File: src/common/tcsf_pkg.sv
// package of constants for the thermocouple status flag block
package tcsf_pkg;
    localparam int          TCSF_RAW_W       = 24;
    localparam int          TCSF_ADC_W       = 18;
    localparam int          TCSF_TEMP_W      = 16;
    localparam int          TCSF_NALERT      = 4;
    // register addresses (device register pointer values, chosen)
    localparam logic [7:0]  TCSF_ADDR_STATUS = 8'h04;
    localparam logic [7:0]  TCSF_ADDR_RAW    = 8'h03;
    // status field positions
    localparam int          TCSF_BIT_BURST   = 7;
    localparam int          TCSF_BIT_UPDATE  = 6;
    localparam int          TCSF_BIT_SHORT   = 5;
    localparam int          TCSF_BIT_RANGE   = 4;
    // reset values
    localparam logic [7:0]  TCSF_STATUS_RST  = 8'h00;
    localparam logic [23:0] TCSF_RAW_RST     = 24'h000000;
    localparam logic [15:0] TCSF_TEMP_RST    = 16'h0000;
    localparam logic [1:0]  TCSF_SYNC_RST    = 2'h0;
endpackage

File: src/core/tcsf_alert_cmp.sv
// one alert comparator: registered flag while selected temperature exceeds limit
module tcsf_alert_cmp
    import tcsf_pkg::*;
#(
    parameter int W = 16
) (
    // clock and reset
    input  wire logic         clk_i,
    input  wire logic         rst_n_i,
    // compare inputs
    input  wire logic         sel_cold_i,
    input  wire logic [W-1:0] hot_i,
    input  wire logic [W-1:0] cold_i,
    input  wire logic [W-1:0] limit_i,
    // result
    output logic              above_o
);
    typedef struct packed {
        logic above;
    } tcsf_cmp_st_t;

    tcsf_cmp_st_t s_q;
    tcsf_cmp_st_t s_d;
    logic [W-1:0] sel_temp;

    // signed compare of the chosen junction temperature
    always_comb begin
        sel_temp = sel_cold_i ? cold_i : hot_i;
        s_d.above = $signed(sel_temp) > $signed(limit_i);
    end

    always_ff @(posedge clk_i or negedge rst_n_i) begin
        if (!rst_n_i) begin
            s_q <= '0;
        end else begin
            s_q <= s_d;
        end
    end

    assign above_o = s_q.above;

    property p_alert_follows;
        @(posedge clk_i) disable iff (!rst_n_i)
        1'b1 |=> (above_o == $past($signed(sel_cold_i ? cold_i : hot_i) > $signed(limit_i)));
    endproperty
    a_alert_follows: assert property (p_alert_follows) else $error("alert flag missed exceedance");
endmodule

File: src/core/tcsf_status.sv
// raw converter result and sensor status flag registers
module tcsf_status
    import tcsf_pkg::*;
#(
    parameter bit FAULT_DETECT = 1'b1,
    parameter int NALERT       = TCSF_NALERT
) (
    // clock and reset
    input  wire logic                           clk_i,
    input  wire logic                           rst_n_i,
    // converter events
    input  wire logic                           conv_done_i,
    input  wire logic                           burst_done_i,
    input  wire logic [TCSF_ADC_W-1:0]          adc_sample_i,
    input  wire logic [TCSF_TEMP_W-1:0]         hot_calc_i,
    input  wire logic [TCSF_TEMP_W-1:0]         diff_calc_i,
    input  wire logic [TCSF_TEMP_W-1:0]         cold_calc_i,
    // fault and range conditions
    input  wire logic                           emf_over_range_i,
    input  wire logic                           temp_over_range_i,
    input  wire logic                           short_detect_i,
    input  wire logic                           open_detect_i,
    // alert settings
    input  wire logic [NALERT-1:0]              alert_sel_cold_i,
    input  wire logic [NALERT*TCSF_TEMP_W-1:0]  alert_limit_i,
    // register access port
    input  wire logic                           wr_en_i,
    input  wire logic [7:0]                     wr_addr_i,
    input  wire logic [7:0]                     wr_data_i,
    // register contents
    output logic [TCSF_RAW_W-1:0]               raw_result_o,
    output logic [7:0]                          status_o,
    output logic [TCSF_TEMP_W-1:0]              hot_junction_temp_o,
    output logic [TCSF_TEMP_W-1:0]              diff_temp_o,
    output logic [TCSF_TEMP_W-1:0]              cold_junction_temp_o
);
    typedef struct packed {
        logic [TCSF_RAW_W-1:0]   raw;
        logic                    burst;
        logic                    update;
        logic                    short_flag;
        logic                    range_flag;
        logic [TCSF_TEMP_W-1:0]  hot;
        logic [TCSF_TEMP_W-1:0]  diff;
        logic [TCSF_TEMP_W-1:0]  cold;
    } tcsf_state_t;

    tcsf_state_t       s_q;
    tcsf_state_t       s_d;
    logic [1:0]        rst_sync_q;
    logic              rst_n;
    logic              out_of_range;
    logic              status_wr;
    logic [NALERT-1:0] alert_above;

    // reset release through two flops, kept apart from the state so each has one writer
    always_ff @(posedge clk_i or negedge rst_n_i) begin
        if (!rst_n_i) begin
            rst_sync_q <= TCSF_SYNC_RST;
        end else begin
            rst_sync_q <= {rst_sync_q[0], 1'b1};
        end
    end
    assign rst_n = rst_sync_q[1];

    // one comparator per alert
    genvar g;
    generate
        for (g = 0; g < NALERT; g++) begin : g_alert
            tcsf_alert_cmp #(.W(TCSF_TEMP_W)) u_cmp (
                .clk_i      (clk_i),
                .rst_n_i    (rst_n),
                .sel_cold_i (alert_sel_cold_i[g]),
                .hot_i      (s_q.hot),
                .cold_i     (s_q.cold),
                .limit_i    (alert_limit_i[g*TCSF_TEMP_W +: TCSF_TEMP_W]),
                .above_o    (alert_above[g])
            );
        end
    endgenerate

    assign out_of_range = emf_over_range_i | temp_over_range_i | (FAULT_DETECT & open_detect_i);
    assign status_wr    = wr_en_i && (wr_addr_i == TCSF_ADDR_STATUS);

    // next state of all flags and data
    always_comb begin
        s_d = s_q;
        // writing zero clears, writing one is ignored; a set in the same cycle wins
        if (status_wr && !wr_data_i[TCSF_BIT_BURST]) begin
            s_d.burst = 1'b0;
        end
        if (status_wr && !wr_data_i[TCSF_BIT_UPDATE]) begin
            s_d.update = 1'b0;
        end
        if (burst_done_i) begin
            s_d.burst = 1'b1;
        end
        if (conv_done_i) begin
            s_d.update = 1'b1;
            s_d.cold = cold_calc_i;
            if (!emf_over_range_i) begin
                s_d.hot = hot_calc_i;
                s_d.diff = diff_calc_i;
                // sign-extend the 18-bit sample so bits 23-18 follow the sign
                s_d.raw = {{(TCSF_RAW_W-TCSF_ADC_W){adc_sample_i[TCSF_ADC_W-1]}}, adc_sample_i};
            end
        end
        s_d.short_flag = FAULT_DETECT ? short_detect_i : 1'b0;
        s_d.range_flag = out_of_range;
    end

    // state register; read-only fields never take write data
    always_ff @(posedge clk_i or negedge rst_n) begin
        if (!rst_n) begin
            s_q.raw        <= TCSF_RAW_RST;
            s_q.burst      <= TCSF_STATUS_RST[TCSF_BIT_BURST];
            s_q.update     <= TCSF_STATUS_RST[TCSF_BIT_UPDATE];
            s_q.short_flag <= TCSF_STATUS_RST[TCSF_BIT_SHORT];
            s_q.range_flag <= TCSF_STATUS_RST[TCSF_BIT_RANGE];
            s_q.hot        <= TCSF_TEMP_RST;
            s_q.diff       <= TCSF_TEMP_RST;
            s_q.cold       <= TCSF_TEMP_RST;
        end else begin
            s_q.raw        <= s_d.raw;
            s_q.burst      <= s_d.burst;
            s_q.update     <= s_d.update;
            s_q.short_flag <= s_d.short_flag;
            s_q.range_flag <= s_d.range_flag;
            s_q.hot        <= s_d.hot;
            s_q.diff       <= s_d.diff;
            s_q.cold       <= s_d.cold;
        end
    end

    // register views
    assign raw_result_o         = s_q.raw;
    assign status_o             = {s_q.burst, s_q.update, s_q.short_flag, s_q.range_flag, alert_above};
    assign hot_junction_temp_o  = s_q.hot;
    assign diff_temp_o          = s_q.diff;
    assign cold_junction_temp_o = s_q.cold;

    property p_raw_sign;
        @(posedge clk_i) disable iff (!rst_n)
        (raw_result_o[23:18] == {6{raw_result_o[17]}});
    endproperty
    a_raw_sign: assert property (p_raw_sign) else $error("raw sign bits disagree");

    property p_burst_set;
        @(posedge clk_i) disable iff (!rst_n)
        burst_done_i |=> status_o[TCSF_BIT_BURST];
    endproperty
    a_burst_set: assert property (p_burst_set) else $error("burst flag not set");

    property p_burst_hold;
        @(posedge clk_i) disable iff (!rst_n)
        (!status_o[TCSF_BIT_BURST] && !burst_done_i) |=> !status_o[TCSF_BIT_BURST];
    endproperty
    a_burst_hold: assert property (p_burst_hold) else $error("burst flag set without burst");

    property p_update_set;
        @(posedge clk_i) disable iff (!rst_n)
        conv_done_i |=> status_o[TCSF_BIT_UPDATE];
    endproperty
    a_update_set: assert property (p_update_set) else $error("update flag not set");

    property p_update_clear;
        @(posedge clk_i) disable iff (!rst_n)
        (status_wr && !wr_data_i[TCSF_BIT_UPDATE] && !conv_done_i) |=> !status_o[TCSF_BIT_UPDATE];
    endproperty
    a_update_clear: assert property (p_update_clear) else $error("update flag not cleared");

    property p_short_bit;
        @(posedge clk_i) disable iff (!rst_n)
        1'b1 |=> (status_o[TCSF_BIT_SHORT] == (FAULT_DETECT && $past(short_detect_i)));
    endproperty
    a_short_bit: assert property (p_short_bit) else $error("short bit wrong");

    property p_range_bit;
        @(posedge clk_i) disable iff (!rst_n)
        1'b1 |=> (status_o[TCSF_BIT_RANGE] == $past(out_of_range));
    endproperty
    a_range_bit: assert property (p_range_bit) else $error("range bit wrong");

    property p_hot_hold;
        @(posedge clk_i) disable iff (!rst_n)
        (conv_done_i && emf_over_range_i) |=> (hot_junction_temp_o == $past(hot_junction_temp_o))
            && (cold_junction_temp_o == $past(cold_calc_i));
    endproperty
    a_hot_hold: assert property (p_hot_hold) else $error("over-range update wrong");

    property p_raw_stable;
        @(posedge clk_i) disable iff (!rst_n)
        (wr_en_i && !conv_done_i) |=> $stable(raw_result_o);
    endproperty
    a_raw_stable: assert property (p_raw_stable) else $error("write changed raw result");
endmodule

File: config.mk
export PLATFORM = sky130hd
export DESIGN_NAME = tcsf_status
export DESIGN_NICKNAME = d
export VERILOG_FILES = /design/src/common/tcsf_pkg.sv /design/src/core/tcsf_alert_cmp.sv /design/src/core/tcsf_status.sv
export SDC_FILE = /design/constraint.sdc
export NUM_CORES = 1
export LEC_CHECK = 0
export BUFFER_PORTS_ARGS = -buffer_cell sky130_fd_sc_hd__buf_2
export CAP_MARGIN = 5
export CELL_PAD_IN_SITES_DETAIL_PLACEMENT = 1
export CELL_PAD_IN_SITES_GLOBAL_PLACEMENT = 1
export CORE_ASPECT_RATIO = 0.7
export CORE_MARGIN = 2
export CORE_UTILIZATION = 36
export CTS_CLUSTER_SIZE = 28
export DETAILED_ROUTE_END_ITERATION = 10
export GPL_TIMING_DRIVEN = 0
export PLACE_DENSITY = 0.86
export SYNTH_ARGS = -nofsm -noshare
export SYNTH_HDL_FRONTEND = slang
export SYNTH_SLANG_ARGS = --single-unit
File: constraint.sdc
create_clock -name clk_i -period 3 [get_ports clk_i]
set_input_delay 0 -clock clk_i [delete_from_list [all_inputs] [get_ports clk_i]]
set_output_delay 0 -clock clk_i [all_outputs]
set_load 0.005 [all_outputs]
## After elaboration in Yosys (flattened, before gate mapping)

Cells that the tools add are included.

- Muxes and demuxes: 8
- Reduce and logical (&&, ||, !) cells: 8
- Magnitude comparators: 4
- Bitwise logic cells: 3
- Equal/unequal tests: 1

Operators by type and width:

| operator | count |
|---|---|
| $gt A16 B16 Y1 | 4 |
| $mux W16 | 4 |
| $eq A8 B3 Y1 const B | 1 |
| $mux W1 | 4 |
| $reduce_bool A2 Y1 | 2 |
| $logic_and A1 B1 Y1 | 3 |
| $logic_not A1 Y1 | 2 |
| $or A1 B1 Y1 | 2 |
| $reduce_and A2 Y1 | 1 |
| $not A1 Y1 | 1 |

- Output and inout port bits: 80
- Bits in registers: 76
- Bits of input ports: 159

## Depth between registers and ports, before layout

- Depth in word-level cells: 5
- Gate-level depth with buffers: 10
- Depth with buffers taken out: 8

## Cells and area by module

Synthesis repeated with hierarchy kept, for this count alone.

- Cell total of the unflattened synthesis: 459
- Area, all modules: 5506.5 um^2

Modules (own cells, without submodules):

| module | cells each | times used | area an instance (um^2) |
|---|---|---|---|
| tcsf_status | 164 | 1 | 2984.1 |
| tcsf_alert_cmp (g_alert[1].u_cmp ...) | 73 | 3 | 631.9 |
| tcsf_alert_cmp (g_alert[0].u_cmp) | 76 | 1 | 626.9 |

## Least setup slack after synthesis

Ideal clock, no wire load.

- Path kind: input to register
- Start point: input alert_sel_cold_i[3]
- End point: register g_alert[3].u_cmp.s_q
- Cell stages on the path: 10
- Arrival: 1.955 ns
- Path slack: 0.918 ns
- Buffers on the path: 2
- Library setup time: 0.127 ns
- Cell sequence: clkbuf_1 buf_2 mux2_2 ha_1 nand2_1 nor4_2 nand4_1 o21ai_1 a21oi_1 mux2i_1

- Cells in the longest elaborated chain, start to end: 2

RTL lines:

| what | RTL line | RTL |
|---|---|---|
| from (decl) | tcsf_status.sv:24 | `input wire logic [NALERT-1:0] alert_sel_cold_i,` |
| $mux W16 | tcsf_alert_cmp.sv:28 | `sel_temp = sel_cold_i ? cold_i : hot_i;` |
| $gt A16 B16 Y1 | tcsf_alert_cmp.sv:29 | `s_d.above = $signed(sel_temp) > $signed(limit_i);` |
| net g_alert[3].u_cmp.s_d | tcsf_alert_cmp.sv:23 | `tcsf_cmp_st_t s_d;` |
| to (signal assigned) | tcsf_alert_cmp.sv:34 | `s_q <= '0;` |
| to (signal assigned) | tcsf_alert_cmp.sv:36 | `s_q <= s_d;` |
| to (decl) | tcsf_alert_cmp.sv:22 | `tcsf_cmp_st_t s_q;` |

The timed path passes the listed nets, and every way through them passes these cells.
A chain may end at the register's enable or synchronous reset.

## Worst setup path after layout

- Start point: input alert_sel_cold_i[2]
- End point: register g_alert[2].u_cmp.s_q

- Cells in the longest elaborated chain, start to end: 2

RTL lines:

| what | RTL line |
|---|---|
| $mux W16 | tcsf_alert_cmp.sv:28 |
| $gt A16 B16 Y1 | tcsf_alert_cmp.sv:29 |
| net g_alert[2].u_cmp.s_d | tcsf_alert_cmp.sv:23 |
| to (signal assigned) | tcsf_alert_cmp.sv:34 |
| to (signal assigned) | tcsf_alert_cmp.sv:36 |
| to (decl) | tcsf_alert_cmp.sv:22 |

The timed path passes the listed nets, and every way through them passes these cells.

==> metrics.cfg <==
[logic_synthesis]
ys_seq_elements=76
yosys_warnings=0
synth.largest_area_cell=dfrtp_1
synth_cell_type_count=33
synth_top_area_share_pct=36.6
yosys-top-cells-count=124 x mux2_2, 76 x dfrtp_1, 69 x inv_1
avgSynthCellArea_um2=11.0
synthTopCellsByArea=dfrtp_1 37%, mux2_2 27%, ha_1 15%, inv_1 5.0%, a21oi_1 2.8%
yosysMostFrequentCell=mux2_2
ys.flop_type=dfrtp_1
syn-num-nets=697
yosysSeqAreaShare_pct=36.6
async_flop_share_pct=100
syn_inst=474
syn-cell-area_mm2=0.00520
synth_edf_count=0

[die]
core.rowCount=36
core_area_mm2=0.0140
start_util_pct=37.1
die_w_um=148
ios=239
die_h_um=105
die_area_mm2=0.0154

[timing]
fmax_mhz=386
hold_violations=0
skew_ps=8.48
period_needed_ps=2590
tightest_slew_ps=644
max-slew-margin-rel_pct=56.7
fin_tns_setup_ps=0
rsz0062_at_grt=false
hold-worst-slack_ps=30.1
setup_viol=0
final.setup.worst_slack_ps=406
report.final.slew_viol_count=0
period_share_pct=86.5

[clocking]
clockBufferDepth=2
cts_tree=built
clk_pin_slew_worst_paths_ps=70
clock_latency_ps=340
cts_buffers=9
clockRootBuffer=clkbuf_16
cts.htree.levels=3
cts.sinks=76

[power]
intPower_mw=2.46
power_density_mw_per_mm2=471
ir_worst_vdd_v=0.000238
p_switching_mw=1.15
combinationalPowerShare_pct=31.3
pwr-share-clk_pct=32.1
power_mw=3.61
p_seq_share_pct=36.6
swShare_pct=31.9
p_leak_nw=3.88

[critical_path]
crit_fanout=10
cp-end-kind=flip-flop
critPathBufInv=2
path_cells=clkbuf_1 -> buf_2 -> mux2_2 -> ha_1 -> nand4_1 -> nor4_2 -> a21oi_1 -> o22ai_1 -> a21oi_1
critPathLaunchType=input pin
slowest_stage=nor4_2
worst_path_most_repeated_cell=a21oi_1
critPathMaxStageDelay_ps=630
crit_arrival_ps=2820
cp_top_family=simple AND/OR/NAND/NOR gates
crit_type=in2reg
worst_ep_required_time_ps=3220

[placement]
gp_congestion=0.803
placement.io_buffers=227
post-place-ws_ps=-176
dpl.hpwl_um=14200

[cells_and_area]
syn_to_final_growth_pct=47.5
layout.nets=1010
drive_above_1_share_pct=49.6
fin_util_pct=54.7

[job]
max_cap_viol_count=0

[detailed_routing]
via_count=4894
drt_wl_total_um=19500
ant_nets=0
routed_via_density=4.97
drt_iter0_markers=144
first_pass_iters=4
drc=0
wl_per_cell_um=19.8

[run_status]
status=completed

[global_routing]
grt_usage_pct=25.2
antenna_found_initial=3
grt_pass1_vias=5627
grt_pass1_wl_um=29800
grt-ovfl-total=0
grt_max_degree=51

[hold_path]
hp-class=in2reg

-- registers in the layout (all words and copies together) (netlist names) --
name                   count
raw_result_o              18
g_alert.u_cmp.above_o      4
status_o                   4
diff_temp_o               16
cold_junction_temp_o      16
hot_junction_temp_o       16
rst_sync_q                 2
-- placed cells by master, fill, tap and decap left out, drive strengths merged, types with 13 or more instances in the layout --
cell and n:
buf 250, mux2 126, dfrtp 76, dlygate4sd3 74, inv 73, ha 64
a21oi 29, nand2 16, o21ai 13, clkbuf 13
-- per-stage QoR --
stage	area [um2]	instances
2_1_floorplan	5200	474
3_3_place_gp	6570	891
3_5_place_dp	6600	892
4_1_cts	7650	982
5_1_grt	7660	985
6_report	7660	985
-- worst paths after layout --
check	from	endpoint	slack (ps)	cells after the start
worst min register to register	rst_sync_q[1]	cold_junction_temp_o[8]	250	0
min in group asynchronous	rst_sync_q[1]	cold_junction_temp_o[8]	250	0
max in group asynchronous	rst_sync_q[1]	raw_result_o[14]	2170	1
worst max-delay path	alert_sel_cold_i[2]	g_alert[2].u_cmp.above_o	410	9
worst min-delay path	wr_addr_i[6]	status_o[6]	30	4
worst max register to register	hot_junction_temp_o[15]	g_alert[2].u_cmp.above_o	460	7
-- layout make-up --
type	instances	area (um2)
flip-flops and latches	76	1910
clock inverters	7	82.6
plain buffers	26	163
inverters	69	259
repair buffers	302	1900
diodes	3	7.51
clock buffers	9	225
well taps	190	238
multi-input cells	303	2880
fillers	1597	6340
-- repair_timing --
item,in CTS,in global routing
gates resized for setup,0,1
hold buffers,74,0
endpoints found under the setup margin,0,1
endpoints found under the hold margin,72,0
setup buffers,0,0
-- power groups by stage --
stage	sequential, mW	combinational [mW]	clock (mW)
6_report	1.32	1.13	1.16
2_1_floorplan	1.30	0.595	0
4_1_cts	1.32	1.11	1.19
5_1_grt	1.35	1.25	1.22
3_5_place_dp	1.34	1.03	0
3_3_place_gp	1.33	0.949	0
-- worst register-to-register path: cells and delay by family (launching register included) --
family / cells / cell delay, ps
and+or+nand+nor: 2 / 900
DFF: 1 / 470
AOI/OAI and AO/OA: 3 / 430
adders and majority gates: 1 / 320
muxes: 1 / 310
-- cell families after synthesis --
logic type / after synthesis / share of synthesized area, %
compound gates: 55 / 5.85
fa+ha+maj: 64 / 15.4
buf+inv: 95 / 8.11
flops: 76 / 36.6
mux: 131 / 28.3
other cells: 1 / 0.0722
simple gates: 52 / 5.71
-- metal layers --
| layer | GRT usage, % | vias to the layer above | share of wire [%] |
|---|---|---|---|
| met5 | 0 | - | 0 |
| met4 | 6.11 | 0 | 1.4 |
| met3 | 5.46 | 23 | 6.4 |
| met2 | 46.2 | 180 | 51 |
| met1 | 29.8 | 2404 | 41 |
| li1 | - | 2287 | - |
Note: power is estimated with default switching activity, not from simulation.
